`src/verilog/gstc_pkg.sv`:
```
// shared constants and types for the gated sixteen-bit timer/counter
package gstc_pkg;
   localparam logic [7:0] GSTC_OFF_COUNT_LO = 8'h00;
   localparam logic [7:0] GSTC_OFF_COUNT_HI = 8'h04;
   localparam logic [7:0] GSTC_OFF_STATUS = 8'h08;
   localparam logic [7:0] GSTC_OFF_MASK = 8'h0c;
   localparam logic [7:0] GSTC_OFF_CTRL = 8'h10;
   localparam logic [7:0] GSTC_OFF_ANALOG = 8'h14;
   localparam logic [7:0] GSTC_OFF_PINS = 8'h18;
   localparam int GSTC_ON_BIT = 0;
   localparam int GSTC_CS_BIT = 1;
   localparam int GSTC_SYNC_BIT = 2;
   localparam int GSTC_OSC_BIT = 3;
   localparam int GSTC_PS_LSB = 4;
   localparam int GSTC_GATE_BIT = 6;
   localparam int GSTC_AN_CLK_BIT = 0;
   localparam int GSTC_AN_GATE_BIT = 1;
   localparam logic [6:0] GSTC_CTRL_RST = 7'h00;
   localparam logic [1:0] GSTC_ANALOG_RST = 2'h3;
   localparam logic [15:0] GSTC_COUNT_MAX = 16'hffff;
   localparam int GSTC_INT_DIV = 4;
   localparam logic [1:0] GSTC_RESP_OKAY = 2'h0;
   localparam logic [1:0] GSTC_RESP_SLVERR = 2'h2;
   typedef enum logic [0:0] {
      GSTC_CH_IDLE = 1'b0,
      GSTC_CH_RESP = 1'b1
   } gstc_chan_t;
endpackage

```
`src/verilog/gstc_src_if.sv`:
```
// carries timer controls to the tick source and the tick back
interface gstc_src_if;
   logic on;
   logic cs;
   logic sync_dis;
   logic sleep;
   logic pin;
   logic tick;
   logic armed;
   modport core (output on, cs, sync_dis, sleep, pin, input tick, armed);
   modport src (input on, cs, sync_dis, sleep, pin, output tick, armed);
endinterface

```
`src/verilog/gstc_timer.sv`:
```
// gated sixteen-bit timer/counter with an AXI4-Lite register slave
// Function
// RL1 - prescale field bits 5-4 divides input by 1, 2, 4 or 8
// RL2 - bit 3 enables low-power oscillator only in internal-oscillator mode
// RL3 - with external source, bit 2 set bypasses synchroniser, clear synchronises
// RL4 - with internal source, sync bit ignored, internal clock used
// RL5 - bit 1 picks external rising edges or internal clock at quarter rate
// RL6 - bit 0 starts the timer when set, stops it when clear
// RL7 - control bit 7 is unimplemented and reads zero
// RL8 - sync disabled: counter steps straight from the external input
// RL9 - asynchronous counter keeps counting in sleep, overflow can wake
// RL10 - software takes care accessing the count while it runs asynchronously
// RL11 - software sets analog and comparator config before digital pin use
// RL12 - a pin configured analog reads zero as a digital input
// RL13 - gate input can gate the timer clock in both modes
// RL14 - rollover from maximum to zero sets the overflow flag
// RL15 - prescaler is hidden and cleared by any count byte write
// RL16 - external counting needs a falling edge before first rising edge
// RL17 - gate enabled: count only while active-low gate is low
//
// Added by the designer: register access over AXI4-Lite.
module gstc_timer
   import gstc_pkg::*;
#(
   parameter int INT_DIV = GSTC_INT_DIV
) (
   input wire logic aclk,
   input wire logic aresetn,
   input wire logic ce,
   input wire logic [7:0] s_axi_awaddr,
   input wire logic [2:0] s_axi_awprot,
   input wire logic s_axi_awvalid,
   output logic s_axi_awready,
   input wire logic [31:0] s_axi_wdata,
   input wire logic [3:0] s_axi_wstrb,
   input wire logic s_axi_wvalid,
   output logic s_axi_wready,
   output logic [1:0] s_axi_bresp,
   output logic s_axi_bvalid,
   input wire logic s_axi_bready,
   input wire logic [7:0] s_axi_araddr,
   input wire logic [2:0] s_axi_arprot,
   input wire logic s_axi_arvalid,
   output logic s_axi_arready,
   output logic [31:0] s_axi_rdata,
   output logic [1:0] s_axi_rresp,
   output logic s_axi_rvalid,
   input wire logic s_axi_rready,
   input wire logic external_clock_input,
   input wire logic lp_osc_input,
   input wire logic gate_input_pin_n,
   input wire logic internal_oscillator_mode,
   input wire logic sleep_mode,
   output logic low_power_osc_run,
   output logic irq
);
   ////////////////////////////////////////////////////////////////////
   typedef struct packed {
      gstc_chan_t wst;
      logic aw_have;
      logic [7:0] aw_addr;
      logic w_have;
      logic [31:0] w_data;
      logic [3:0] w_strb;
      logic [1:0] bresp;
      gstc_chan_t rst;
      logic [7:0] raddr;
      logic [31:0] rdata;
      logic [1:0] rresp;
      logic [6:0] ctrl;
      logic [15:0] count;
      logic [2:0] presc;
      logic status;
      logic mask;
      logic [1:0] analog;
   } gstc_st_t;

   gstc_st_t q, d;
   gstc_src_if sif();
   logic aw_hs, w_hs, do_wr, ar_hs, cnt_wr, st_w1c, run, inc, ovf_evt;
   logic ext_dig, gate_dig;
   logic [7:0] wa;
   logic [31:0] wd;
   logic [3:0] ws;
   logic [2:0] lim;
   logic [31:0] rd;
   logic [1:0] rr;

   ////////////////////////////////////////////////////////////////////
   // pin conditioning and tick source
   assign ext_dig = external_clock_input & ~q.analog[GSTC_AN_CLK_BIT]; // [RL12]
   assign gate_dig = gate_input_pin_n & ~q.analog[GSTC_AN_GATE_BIT]; // [RL12]
   // oscillator runs only when its bit is set in internal-oscillator mode
   assign low_power_osc_run = q.ctrl[GSTC_OSC_BIT] & internal_oscillator_mode; // [RL2]
   assign sif.pin = low_power_osc_run ? lp_osc_input : ext_dig; // [RL2]
   assign sif.on = q.ctrl[GSTC_ON_BIT];
   assign sif.cs = q.ctrl[GSTC_CS_BIT];
   assign sif.sync_dis = q.ctrl[GSTC_SYNC_BIT];
   assign sif.sleep = sleep_mode;

   gstc_tick_src #(
      .INT_DIV(INT_DIV)
   ) u_src (
      .aclk(aclk),
      .aresetn(aresetn),
      .ce(ce),
      .sif(sif.src)
   );

   ////////////////////////////////////////////////////////////////////
   // bus handshakes
   assign s_axi_awready = !q.aw_have && (q.wst == GSTC_CH_IDLE);
   assign s_axi_wready = !q.w_have && (q.wst == GSTC_CH_IDLE);
   assign s_axi_bvalid = (q.wst == GSTC_CH_RESP);
   assign s_axi_bresp = q.bresp;
   assign s_axi_arready = (q.rst == GSTC_CH_IDLE);
   assign s_axi_rvalid = (q.rst == GSTC_CH_RESP);
   assign s_axi_rdata = q.rdata;
   assign s_axi_rresp = q.rresp;
   assign irq = q.status & q.mask;

   assign aw_hs = s_axi_awvalid && s_axi_awready;
   assign w_hs = s_axi_wvalid && s_axi_wready;
   assign ar_hs = s_axi_arvalid && s_axi_arready;
   assign wa = q.aw_have ? q.aw_addr : s_axi_awaddr;
   assign wd = q.w_have ? q.w_data : s_axi_wdata;
   assign ws = q.w_have ? q.w_strb : s_axi_wstrb;
   assign do_wr = (q.wst == GSTC_CH_IDLE) && (q.aw_have || aw_hs) && (q.w_have || w_hs);
   assign cnt_wr = do_wr && ws[0] && ((wa == GSTC_OFF_COUNT_LO) || (wa == GSTC_OFF_COUNT_HI));
   assign st_w1c = do_wr && ws[0] && (wa == GSTC_OFF_STATUS) && wd[0];

   ////////////////////////////////////////////////////////////////////
   // counting controls
   assign lim = 3'((4'h1 << q.ctrl[GSTC_PS_LSB+:2]) - 4'h1); // [RL1]
   // gate is active low and only matters while the gate enable is set
   assign run = q.ctrl[GSTC_ON_BIT] &&
                (!q.ctrl[GSTC_GATE_BIT] || !gate_dig); // [RL6] [RL13] [RL17]
   assign inc = run && sif.tick && !cnt_wr && (q.presc == lim); // [RL1]
   assign ovf_evt = inc && (q.count == GSTC_COUNT_MAX); // [RL14]

   ////////////////////////////////////////////////////////////////////
   // read data decode
   always_comb begin
      rd = 32'h0;
      rr = GSTC_RESP_OKAY;
      if (s_axi_araddr == GSTC_OFF_COUNT_LO) begin
         rd = {24'h0, q.count[7:0]};
      end else if (s_axi_araddr == GSTC_OFF_COUNT_HI) begin
         rd = {24'h0, q.count[15:8]};
      end else if (s_axi_araddr == GSTC_OFF_STATUS) begin
         rd = {31'h0, q.status};
      end else if (s_axi_araddr == GSTC_OFF_MASK) begin
         rd = {31'h0, q.mask};
      end else if (s_axi_araddr == GSTC_OFF_CTRL) begin
         rd = {24'h0, 1'b0, q.ctrl}; // [RL7]
      end else if (s_axi_araddr == GSTC_OFF_ANALOG) begin
         rd = {30'h0, q.analog};
      end else if (s_axi_araddr == GSTC_OFF_PINS) begin
         rd = {30'h0, gate_dig, ext_dig}; // [RL12]
      end else begin
         rr = GSTC_RESP_SLVERR;
      end
   end

   ////////////////////////////////////////////////////////////////////
   // next state
   always_comb begin
      d = q;
      if (aw_hs) begin
         d.aw_have = 1'b1;
         d.aw_addr = s_axi_awaddr;
      end
      if (w_hs) begin
         d.w_have = 1'b1;
         d.w_data = s_axi_wdata;
         d.w_strb = s_axi_wstrb;
      end
      if (q.wst == GSTC_CH_RESP && s_axi_bready) begin
         d.wst = GSTC_CH_IDLE;
      end
      if (do_wr) begin
         d.aw_have = 1'b0;
         d.w_have = 1'b0;
         d.wst = GSTC_CH_RESP;
         d.bresp = GSTC_RESP_OKAY;
         if (wa == GSTC_OFF_COUNT_LO) begin
            if (ws[0]) begin
               d.count[7:0] = wd[7:0];
            end
         end else if (wa == GSTC_OFF_COUNT_HI) begin
            if (ws[0]) begin
               d.count[15:8] = wd[7:0];
            end
         end else if (wa == GSTC_OFF_STATUS) begin
            d.status = q.status;
         end else if (wa == GSTC_OFF_MASK) begin
            if (ws[0]) begin
               d.mask = wd[0];
            end
         end else if (wa == GSTC_OFF_CTRL) begin
            if (ws[0]) begin
               d.ctrl = wd[6:0]; // [RL7]
            end
         end else if (wa == GSTC_OFF_ANALOG) begin
            if (ws[0]) begin
               d.analog = wd[1:0];
            end
         end else if (wa == GSTC_OFF_PINS) begin
            d.bresp = GSTC_RESP_OKAY;
         end else begin
            d.bresp = GSTC_RESP_SLVERR;
         end
      end
      if (q.rst == GSTC_CH_RESP && s_axi_rready) begin
         d.rst = GSTC_CH_IDLE;
      end
      if (ar_hs) begin
         d.rst = GSTC_CH_RESP;
         d.raddr = s_axi_araddr;
         d.rdata = rd;
         d.rresp = rr;
      end
      // a count byte write wins over a tick in the same cycle
      if (cnt_wr) begin
         d.presc = 3'h0; // [RL15]
      end else if (run && sif.tick) begin
         d.presc = (q.presc == lim) ? 3'h0 : q.presc + 3'h1; // [RL1]
      end
      if (inc) begin
         d.count = q.count + 16'h1; // [RL14]
      end
      if (st_w1c) begin
         d.status = 1'b0;
      end
      // a new overflow beats a clear in the same cycle
      if (ovf_evt) begin
         d.status = 1'b1; // [RL14] [RL9]
      end
   end

   always_ff @(posedge aclk) begin
      if (!aresetn) begin
         q <= '0;
         q.ctrl <= GSTC_CTRL_RST;
         q.analog <= GSTC_ANALOG_RST;
      end else if (ce) begin
         q <= d;
      end
   end
endmodule

```
`src/verilog/gstc_tick_src.sv`:
```
// timer increment source: internal divider or external edge detector
module gstc_tick_src
   import gstc_pkg::*;
#(
   parameter int INT_DIV = GSTC_INT_DIV
) (
   input wire logic aclk,
   input wire logic aresetn,
   input wire logic ce,
   gstc_src_if.src sif
);
   localparam int DW = (INT_DIV > 2) ? $clog2(INT_DIV) : 1;
   localparam logic [DW-1:0] DLIM = DW'(INT_DIV - 1);
   typedef struct packed {
      logic s1;
      logic s2;
      logic s3;
      logic a_prev;
      logic armed;
      logic [DW-1:0] div;
   } gstc_src_st_t;
   gstc_src_st_t q, d;
   logic cur, prev, rise, fall, ext_ok;

   always_comb begin
      d = q;
      // unsynchronised path looks at the pin directly
      cur = sif.sync_dis ? sif.pin : q.s2; // [RL3] [RL8]
      prev = sif.sync_dis ? q.a_prev : q.s3;
      rise = cur & ~prev;
      fall = ~cur & prev;
      d.s1 = sif.pin;
      d.s2 = q.s1;
      d.s3 = q.s2;
      d.a_prev = sif.pin;
      // only the asynchronous counter keeps going in sleep
      ext_ok = !sif.sleep || sif.sync_dis; // [RL9]
      if (!sif.on || !sif.cs) begin
         d.armed = 1'b0;
      end else if (fall) begin
         d.armed = 1'b1; // [RL16]
      end
      d.div = (q.div == DLIM) ? '0 : q.div + 1'b1;
      if (sif.cs) begin
         sif.tick = rise && q.armed && ext_ok; // [RL5] [RL16]
      end else begin
         sif.tick = (q.div == DLIM) && !sif.sleep; // [RL4] [RL5]
      end
      sif.armed = q.armed;
   end

   always_ff @(posedge aclk) begin
      if (!aresetn) begin
         q <= '0;
      end else if (ce) begin
         q <= d;
      end
   end
endmodule

```
`config.mk`:
```
export PLATFORM = sky130hd
export DESIGN_NAME = gstc_timer
export DESIGN_NICKNAME = d
export VERILOG_FILES = /design/src/verilog/gstc_pkg.sv /design/src/verilog/gstc_src_if.sv /design/src/verilog/gstc_timer.sv /design/src/verilog/gstc_tick_src.sv
export SDC_FILE = /design/constraint.sdc
export NUM_CORES = 1
export LEC_CHECK = 0
export BUFFER_PORTS_ARGS = -buffer_cell sky130_fd_sc_hd__buf_2
export CAP_MARGIN = 20
export CORE_UTILIZATION = 59
export CTS_BUF_LIST = sky130_fd_sc_hd__clkbuf_8
export CTS_CLUSTER_SIZE = 30
export DETAILED_ROUTE_END_ITERATION = 6
export PLACE_DENSITY_LB_ADDON = 0.1
export SYNTH_ARGS = -nofsm -noshare
export SYNTH_HDL_FRONTEND = slang
export SYNTH_SLANG_ARGS = --single-unit
```
`constraint.sdc`:
```
create_clock -name aclk -period 4.7 [get_ports aclk]
set_clock_uncertainty 0.15 [all_clocks]
set_input_delay 0.705 -clock aclk [delete_from_list [all_inputs] [get_ports aclk]]
set_output_delay 0.705 -clock aclk [all_outputs]
set_load 0.005 [all_outputs]
```
Word-level counts from Yosys, hierarchy flattened
Cells that the tools add are included. W data, S select, Z words.

Output and inout bits: 43. Register bits: 128. Logic and storage cells: 174.

Equal/unequal tests: 16. Mux-type cells: 49. Shifts and indexed selects: 1. $add $sub $neg: 4. Reductions and logical operators: 64. Bitwise gates (word level): 17.

Operators with widths (count): $mux W8 (7); $eq A8 B5 Y1 const B (6); $mux W43 (1); $mux W37 (1); $mux W2 (18); $eq A8 B4 Y1 const B (4); $mux W16 (2); $mux W32 (1); $reduce_and A2 Y1 (11); $reduce_bool A2 Y1 (11); $logic_and A1 B1 Y1 (21); $mux W7 (3); $add A16 B1 Y16 const B (1); $eq A16 B16 Y1 const B (1); $eq A8 B3 Y1 const B (2); $logic_not A8 Y1 (2); $mux W1 (12); $not A1 Y1 (11); $mux W3 (3); $mux W9 (1); $reduce_and A9 Y1 (1); $logic_not A1 Y1 (8); $reduce_and A8 Y1 (1); $reduce_and A7 Y1 (1); 11 further kinds (21).

Depth between registers and ports, before layout
Depth after elaboration: 14. Gate-level depth with buffers: 10. Mapped depth without buffers: 8.

Cells and area by module
A second synthesis with hierarchy kept.

Cell total of the unflattened synthesis: 488. Area, all modules: 3895.0 um^2.

By module, submodules not included: gstc_timer (cells an instance 455, area each 3593.4 um^2, instances 1); gstc_tick_src (cells an instance 33, area each 301.5 um^2, instances 1).

Least setup slack after synthesis
No wires, ideal clock.

Path type: input-to-reg. Start: input s_axi_awaddr[7]. End: register q[7] (netlist name). Slack: 1.928 ns. Path buffers: 2. Required time: 4.434 ns. Stages on the path: 9. Data arrival time: 2.505 ns. Cell sequence: or4_1 a222oi_1 and3_1 buf_4 nor4_4 buf_6 a21oi_1 nor2_1 o211a_1.

Longest elaborated chain between the ends: 9.

Ends and longest elaborated chain: start, declared (line gstc_timer.sv:30) `input wire logic [7:0] s_axi_awaddr,`; $mux W8 * (line gstc_timer.sv:125) `assign wa = q.aw_have ? q.aw_addr : s_axi_awaddr;`; $eq A8 B3 Y1 / $logic_not A8 Y1 (equally long branches) (line gstc_timer.sv:129, gstc_timer.sv:186); $logic_or A1 B1 Y1 (line gstc_timer.sv:129) `assign cnt_wr = do_wr && ws[0] && ((wa == GSTC_OFF_COUNT_LO) || (wa == GSTC_OFF_COUNT_HI));`; $logic_and A1 B1 Y1 (line gstc_timer.sv:129); $logic_not A1 Y1 (line gstc_timer.sv:138) `assign inc = run && sif.tick && !cnt_wr && (q.presc == lim);`; $logic_and A1 B1 Y1 (2 in series) (line gstc_timer.sv:138); $reduce_bool A2 Y1 (no line); $reduce_and A4 Y1 (no line); end, declared (line gstc_timer.sv:78) `gstc_st_t q, d;`.

Mark *: on every way between the ends. The rest lies on a longest branch, timed or not. A chain may end at the register's enable or synchronous reset.

Worst setup path after layout
Start: register q[111] (netlist name). End: register q[11] (netlist name).

Longest elaborated chain between the ends: 12.

Ends and longest elaborated chain: $logic_not A1 Y1 (line gstc_timer.sv:113) `assign s_axi_wready = !q.w_have && (q.wst == GSTC_CH_IDLE);`; $logic_and A1 B1 Y1 (line gstc_timer.sv:113); $logic_and A1 B1 Y1 (line gstc_timer.sv:123) `assign w_hs = s_axi_wvalid && s_axi_wready;`; $logic_or A1 B1 Y1 (line gstc_timer.sv:128) `assign do_wr = (q.wst == GSTC_CH_IDLE) && (q.aw_have || aw_hs) && (q.w_have || w_hs);`; $logic_and A1 B1 Y1 (line gstc_timer.sv:128); $logic_and A1 B1 Y1 (2 in series) (line gstc_timer.sv:129); $logic_not A1 Y1 (line gstc_timer.sv:138); $logic_and A1 B1 Y1 (2 in series) (line gstc_timer.sv:138); $reduce_bool A2 Y1 (no line); $reduce_and A4 Y1 (no line).

Several ways; a longest one is shown, not always the timed one. The select of a mux whose other input is x is not followed.

==> results_tabular.tex <==
\begin{tabular}{lr}
\hline
Metric & Value \\
\hline
\multicolumn{2}{l}{\textbf{Outcome}} \\
\quad Status & complete, no violations \\
\multicolumn{2}{l}{\textbf{Logic synthesis}} \\
\quad Share of the synthesized area in the top cell type & 0.328 \\
\quad Syn\_area\_per\_cell & around 8 sq um \\
\quad Sequential fraction of the synthesis area & 0.328 \\
\quad Synth async-reset ratio & 0 \\
\quad Number of synthesized register bits & 67 \\
\quad Post-synthesis cell area & roughly 4000 sq um \\
\quad Count of flip-flops with a built-in enable after synthesis & 0 \\
\quad Cell types with the largest area share after synthesis & dfxtp\_1 33\%, buf\_4 7.2\%, nand2\_1 6.4\% \\
\quad Number of distinct library cell variants in the gate-level netlist after synthesis & 62 \\
\quad Cell taking the most area after synthesis & dfxtp\_1 \\
\quad Yosys Warn Count & 0 \\
\quad Number of instances in the synthesized netlist & 509 \\
\quad Predominant post-synthesis flop cell & dfxtp\_1 \\
\multicolumn{2}{l}{\textbf{Min path}} \\
\quad Class of the tightest hold or removal check & flip-flop to flip-flop \\
\quad Startpoint of the worst hold path & s\_axi\_rdata[7] \\
\multicolumn{2}{l}{\textbf{CTS}} \\
\quad Number of instances resized during post-cts repair & 0 \\
\quad Number of clock sinks seen by CTS & 67 \\
\quad CTS tree & built \\
\quad Number of post-CTS setup repair buffers & 0 \\
\quad Clock Root Buffer & clkbuf\_8 \\
\quad Skew-Pair Late Insertion Delay & approximately 0.35 ns \\
\quad Clock transition at the registers of the reported paths & around 0.08 ns \\
\quad Cts-stage hold buffer count & 0 \\
\quad Clock H-tree levels & 3 \\
\quad Number of buffers on the longest clock path & 2 \\
\quad Number of buffers created by CTS & 9 \\
\multicolumn{2}{l}{\textbf{Finish}} \\
\quad Most frequent cells in the layout & 70 x nand2\_1, 67 x dfxtp\_1, 54 x buf\_2 \\
\quad Fill cell total of the finished layout & 583 \\
\quad Most common cell after layout, fill and taps aside & nand2\_1 \\
\quad NumNets Final & 612 \\
\quad Multi-input combinational cell area & roughly 2400 sq um \\
\quad Sequential cell area in the final layout & approximately 1300 sq um \\
\quad Number of antenna diodes & 0 \\
\quad Layout Cells excl Fill & 620 \\
\quad Final cell utilization of the core & 0.673 \\
\quad Area Growth Syn to Fin & 7.53\% \\
\quad Ratio of cells with drive above 1 in the final layout & 0.160 \\
\multicolumn{2}{l}{\textbf{Pwr}} \\
\quad Clock network fraction of design power & 0.426 \\
\quad Power spent charging and discharging nets & 0.320 mW \\
\quad Register share of total power & 0.471 \\
\quad IR drop worst, VDD & around 170 uV \\
\quad P\_int & between 0.9 and 1 mW \\
\quad Net switching share of the total power & 0.252 \\
\quad Combinational group share of total power & 0.102 \\
\quad Pwr Density & around 290 nW/um\^{}2 \\
\quad Leakage power figure & between 1.5 and 2 nW \\
\multicolumn{2}{l}{\textbf{Critical path}} \\
\quad Bufs and invs on worst path & 0 \\
\quad CP arrival & $\sim$3.4 ns \\
\quad Worst reg2reg path startpoint & q[111] \\
\quad R2R cell count & 7 \\
\quad Endpoint type of the worst setup path & flip-flop \\
\quad Setup Crit Path Kind & flip-flop to flip-flop \\
\quad Cell-by-cell trace of the critical path & nand3b\_1 -> a222oi\_1 -> and3\_1 -> nor4\_4 -> nand2\_1 -> o32a\_1 -> a21boi\_1 \\
\quad Startpoint Class & flip-flop \\
\quad Longest individual stage delay on the worst path & $\sim$0.8 ns \\
\quad Crit path depth & 7 \\
\quad Crit path capture & q[11] \\
\quad Cell type group with the largest total delay on the critical path & simple AND/OR/NAND/NOR gates \\
\quad Slack of the worst reg-to-reg path & $\sim$1.4 ns \\
\quad Worst reg2reg endpoint & q[11] \\
\quad Endpoint required time on the critical path & 4.83 ns \\
\quad Critical path startpoint & q[111] \\
\quad Critical Path Slowest Stage Cell & nor4\_4 \\
\quad Highest fanout seen on the critical path & 17 \\
\multicolumn{2}{l}{\textbf{Global route}} \\
\quad Number of global-route vias before repair & approximately 3400 \\
\quad Initial antenna violation count & 0 \\
\quad Congestion Overflow GR & 0 \\
\quad Pin count of the biggest net entering global routing & 69 \\
\quad Global-route wire length before repair & around 16 mm \\
\quad GRT Resource Usage Total & 0.284 \\
\multicolumn{2}{l}{\textbf{Detailed routing}} \\
\quad Via density per instance & between 5 and 6 \\
\quad Detailed-route wire length per cell & roughly 15 um \\
\quad Vias after detailed routing & around 3700 \\
\quad Final wirelength & 9.61 mm \\
\quad Initial detailed-routing violation count & between 300 and 400 \\
\quad Total iterations of the first detailed-routing run & 5 \\
\quad Residual DRC count & 0 \\
\quad Number of routed nets with antenna violations & 0 \\
\multicolumn{2}{l}{\textbf{Place}} \\
\quad Half-perimeter wire length after detailed placement & slightly below 7 mm \\
\quad Count of buffers from port buffering & 54 \\
\quad Global placer's final weighted congestion & 0.858 \\
\quad Number of placed cells counting well taps & 603 \\
\multicolumn{2}{l}{\textbf{Floorplanning}} \\
\quad Number of core rows & 29 \\
\quad Overall die width & between 80 and 90 um \\
\quad Total core area & 6530 sq um \\
\quad Initial cell density of the core & 0.626 \\
\quad Die Span Y & $\sim$85 um \\
\quad DIE AREA & 7270 sq um \\
\quad Num ports & $\sim$110 \\
\multicolumn{2}{l}{\textbf{Timing}} \\
\quad Final Hold Violating Endpoints & 0 \\
\quad Min Clock Period, post-route & 3.28 ns \\
\quad Final worst-path cycle share & 0.698 \\
\quad Worst slew slack as a fraction of its limit & 0.315 \\
\quad Unrepaired setup endpoints after global routing & false \\
\quad Slew at the pin closest to its max-slew limit & about 1.0 ns \\
\quad Final-report setup violation count & 0 \\
\quad Timing-limited maximum frequency & roughly 0.3 GHz \\
\quad Total negative slack for setup checks & 0 ns \\
\quad Final max-slew violation count & 0 \\
\multicolumn{2}{l}{\textbf{Flow run}} \\
\quad Number of max-cap violations & 0 \\
\hline
\end{tabular}
-- power groups by stage --
stage,Sequential [mW],Clock [mW],Combinational [mW]
6_report,0.599,0.541,0.130
4_1_cts,0.599,0.550,0.130
2_1_floorplan,0.604,0,0.110
3_3_place_gp,0.611,0,0.126
3_5_place_dp,0.612,0,0.129
5_1_grt,0.601,0.576,0.146
-- synth_stat cells, drive strengths merged, types with 2 or more instances --
| master | number |
|---|---|
| nor3 | 15 |
| a311oi | 2 |
| mux2i | 23 |
| nor2 | 36 |
| dfxtp | 67 |
| nand4 | 5 |
| o211a | 8 |
| o211ai | 6 |
| nand3 | 23 |
| nand3b | 5 |
| nor2b | 14 |
| o31ai | 2 |
| or3 | 3 |
| a21oi | 14 |
| o32a | 2 |
| a21o | 2 |
| a21boi | 33 |
| nand4b | 2 |
| or4 | 2 |
| and2 | 10 |
| nor3b | 3 |
| nor4 | 4 |
| a22oi | 7 |
| clkbuf | 20 |
| o21a | 7 |
| buf | 42 |
| nand2 | 70 |
| o21ai | 34 |
| or2 | 2 |
| and3 | 6 |
| mux2 | 7 |
| or3b | 4 |
| ha | 3 |
| nor4b | 3 |
| inv | 6 |
| nand2b | 2 |
-- metrics by stage --
stage,instance area (sq um),setup WS [ns],hold slack [ns],total power [mW]
floorplan,4180,1.93,0.288,0.714
global placement,4160,1.42,0.300,0.737
detailed placement,4160,1.33,0.310,0.741
CTS,4390,1.45,0.318,1.28
global route,4400,1.11,0.334,1.32
finish,4400,1.42,0.315,1.27
-- final cells by class --
type                            count  area share
Sequential cell                    67       0.305
Tap cell                           77      0.0219
Inverter                            6     0.00512
Multi-Input combinational cell    399       0.553
Clock inverter                      6      0.0202
Timing Repair Buffer               55      0.0632
Clock buffer                       10      0.0313
-- registers in the layout, indices dropped and copies added, names as in the netlist --
signal / cells
u_src.d: 2
s_axi_bresp: 1
q: 49
s_axi_rvalid: 1
s_axi_rdata: 8
u_src.q: 3
s_axi_bvalid: 1
u_src.sif.armed: 1
s_axi_rresp: 1
-- cell families after synthesis --
family	after synthesis	synth area share
AOI/OAI and AO/OA	128	0.219
adders and majority gates	3	0.00918
buffers and inverters	68	0.100
DFF	67	0.328
muxes	30	0.0756
other	1	0.000917
and+or+nand+nor	212	0.267
-- worst min-delay path by stage --
stage                     depth (start not counted)              to  slack (ns)
after floorplan                                   2          q[119]        0.29
after global placement                            2           q[79]        0.30
after detailed placement                          2  s_axi_rdata[7]        0.31
after CTS                                         2  s_axi_rdata[7]        0.32
after global routing                              2  s_axi_rdata[7]        0.33
final                                             2  s_axi_rdata[7]        0.31
-- worst reg2reg max path: stages, from the launching register on --
cell,delay [ns]
dfxtp_1,0.71
nand3b_1,0.22
a222oi_1,0.14
and3_1,0.34
nor4_4,0.81
nand2_1,0.30
o32a_1,0.40
a21boi_1,0.14
-- layer usage --
layer / up-vias / part of all wire / global-route usage
li1: 1818 / - / -
met1: 1721 / 0.46 / 0.386
met2: 146 / 0.46 / 0.460
met3: 13 / 0.064 / 0.0496
met4: 0 / 0.014 / 0.0863
met5: - / 0 / 0
Note: power is estimated with default switching activity, not from simulation.
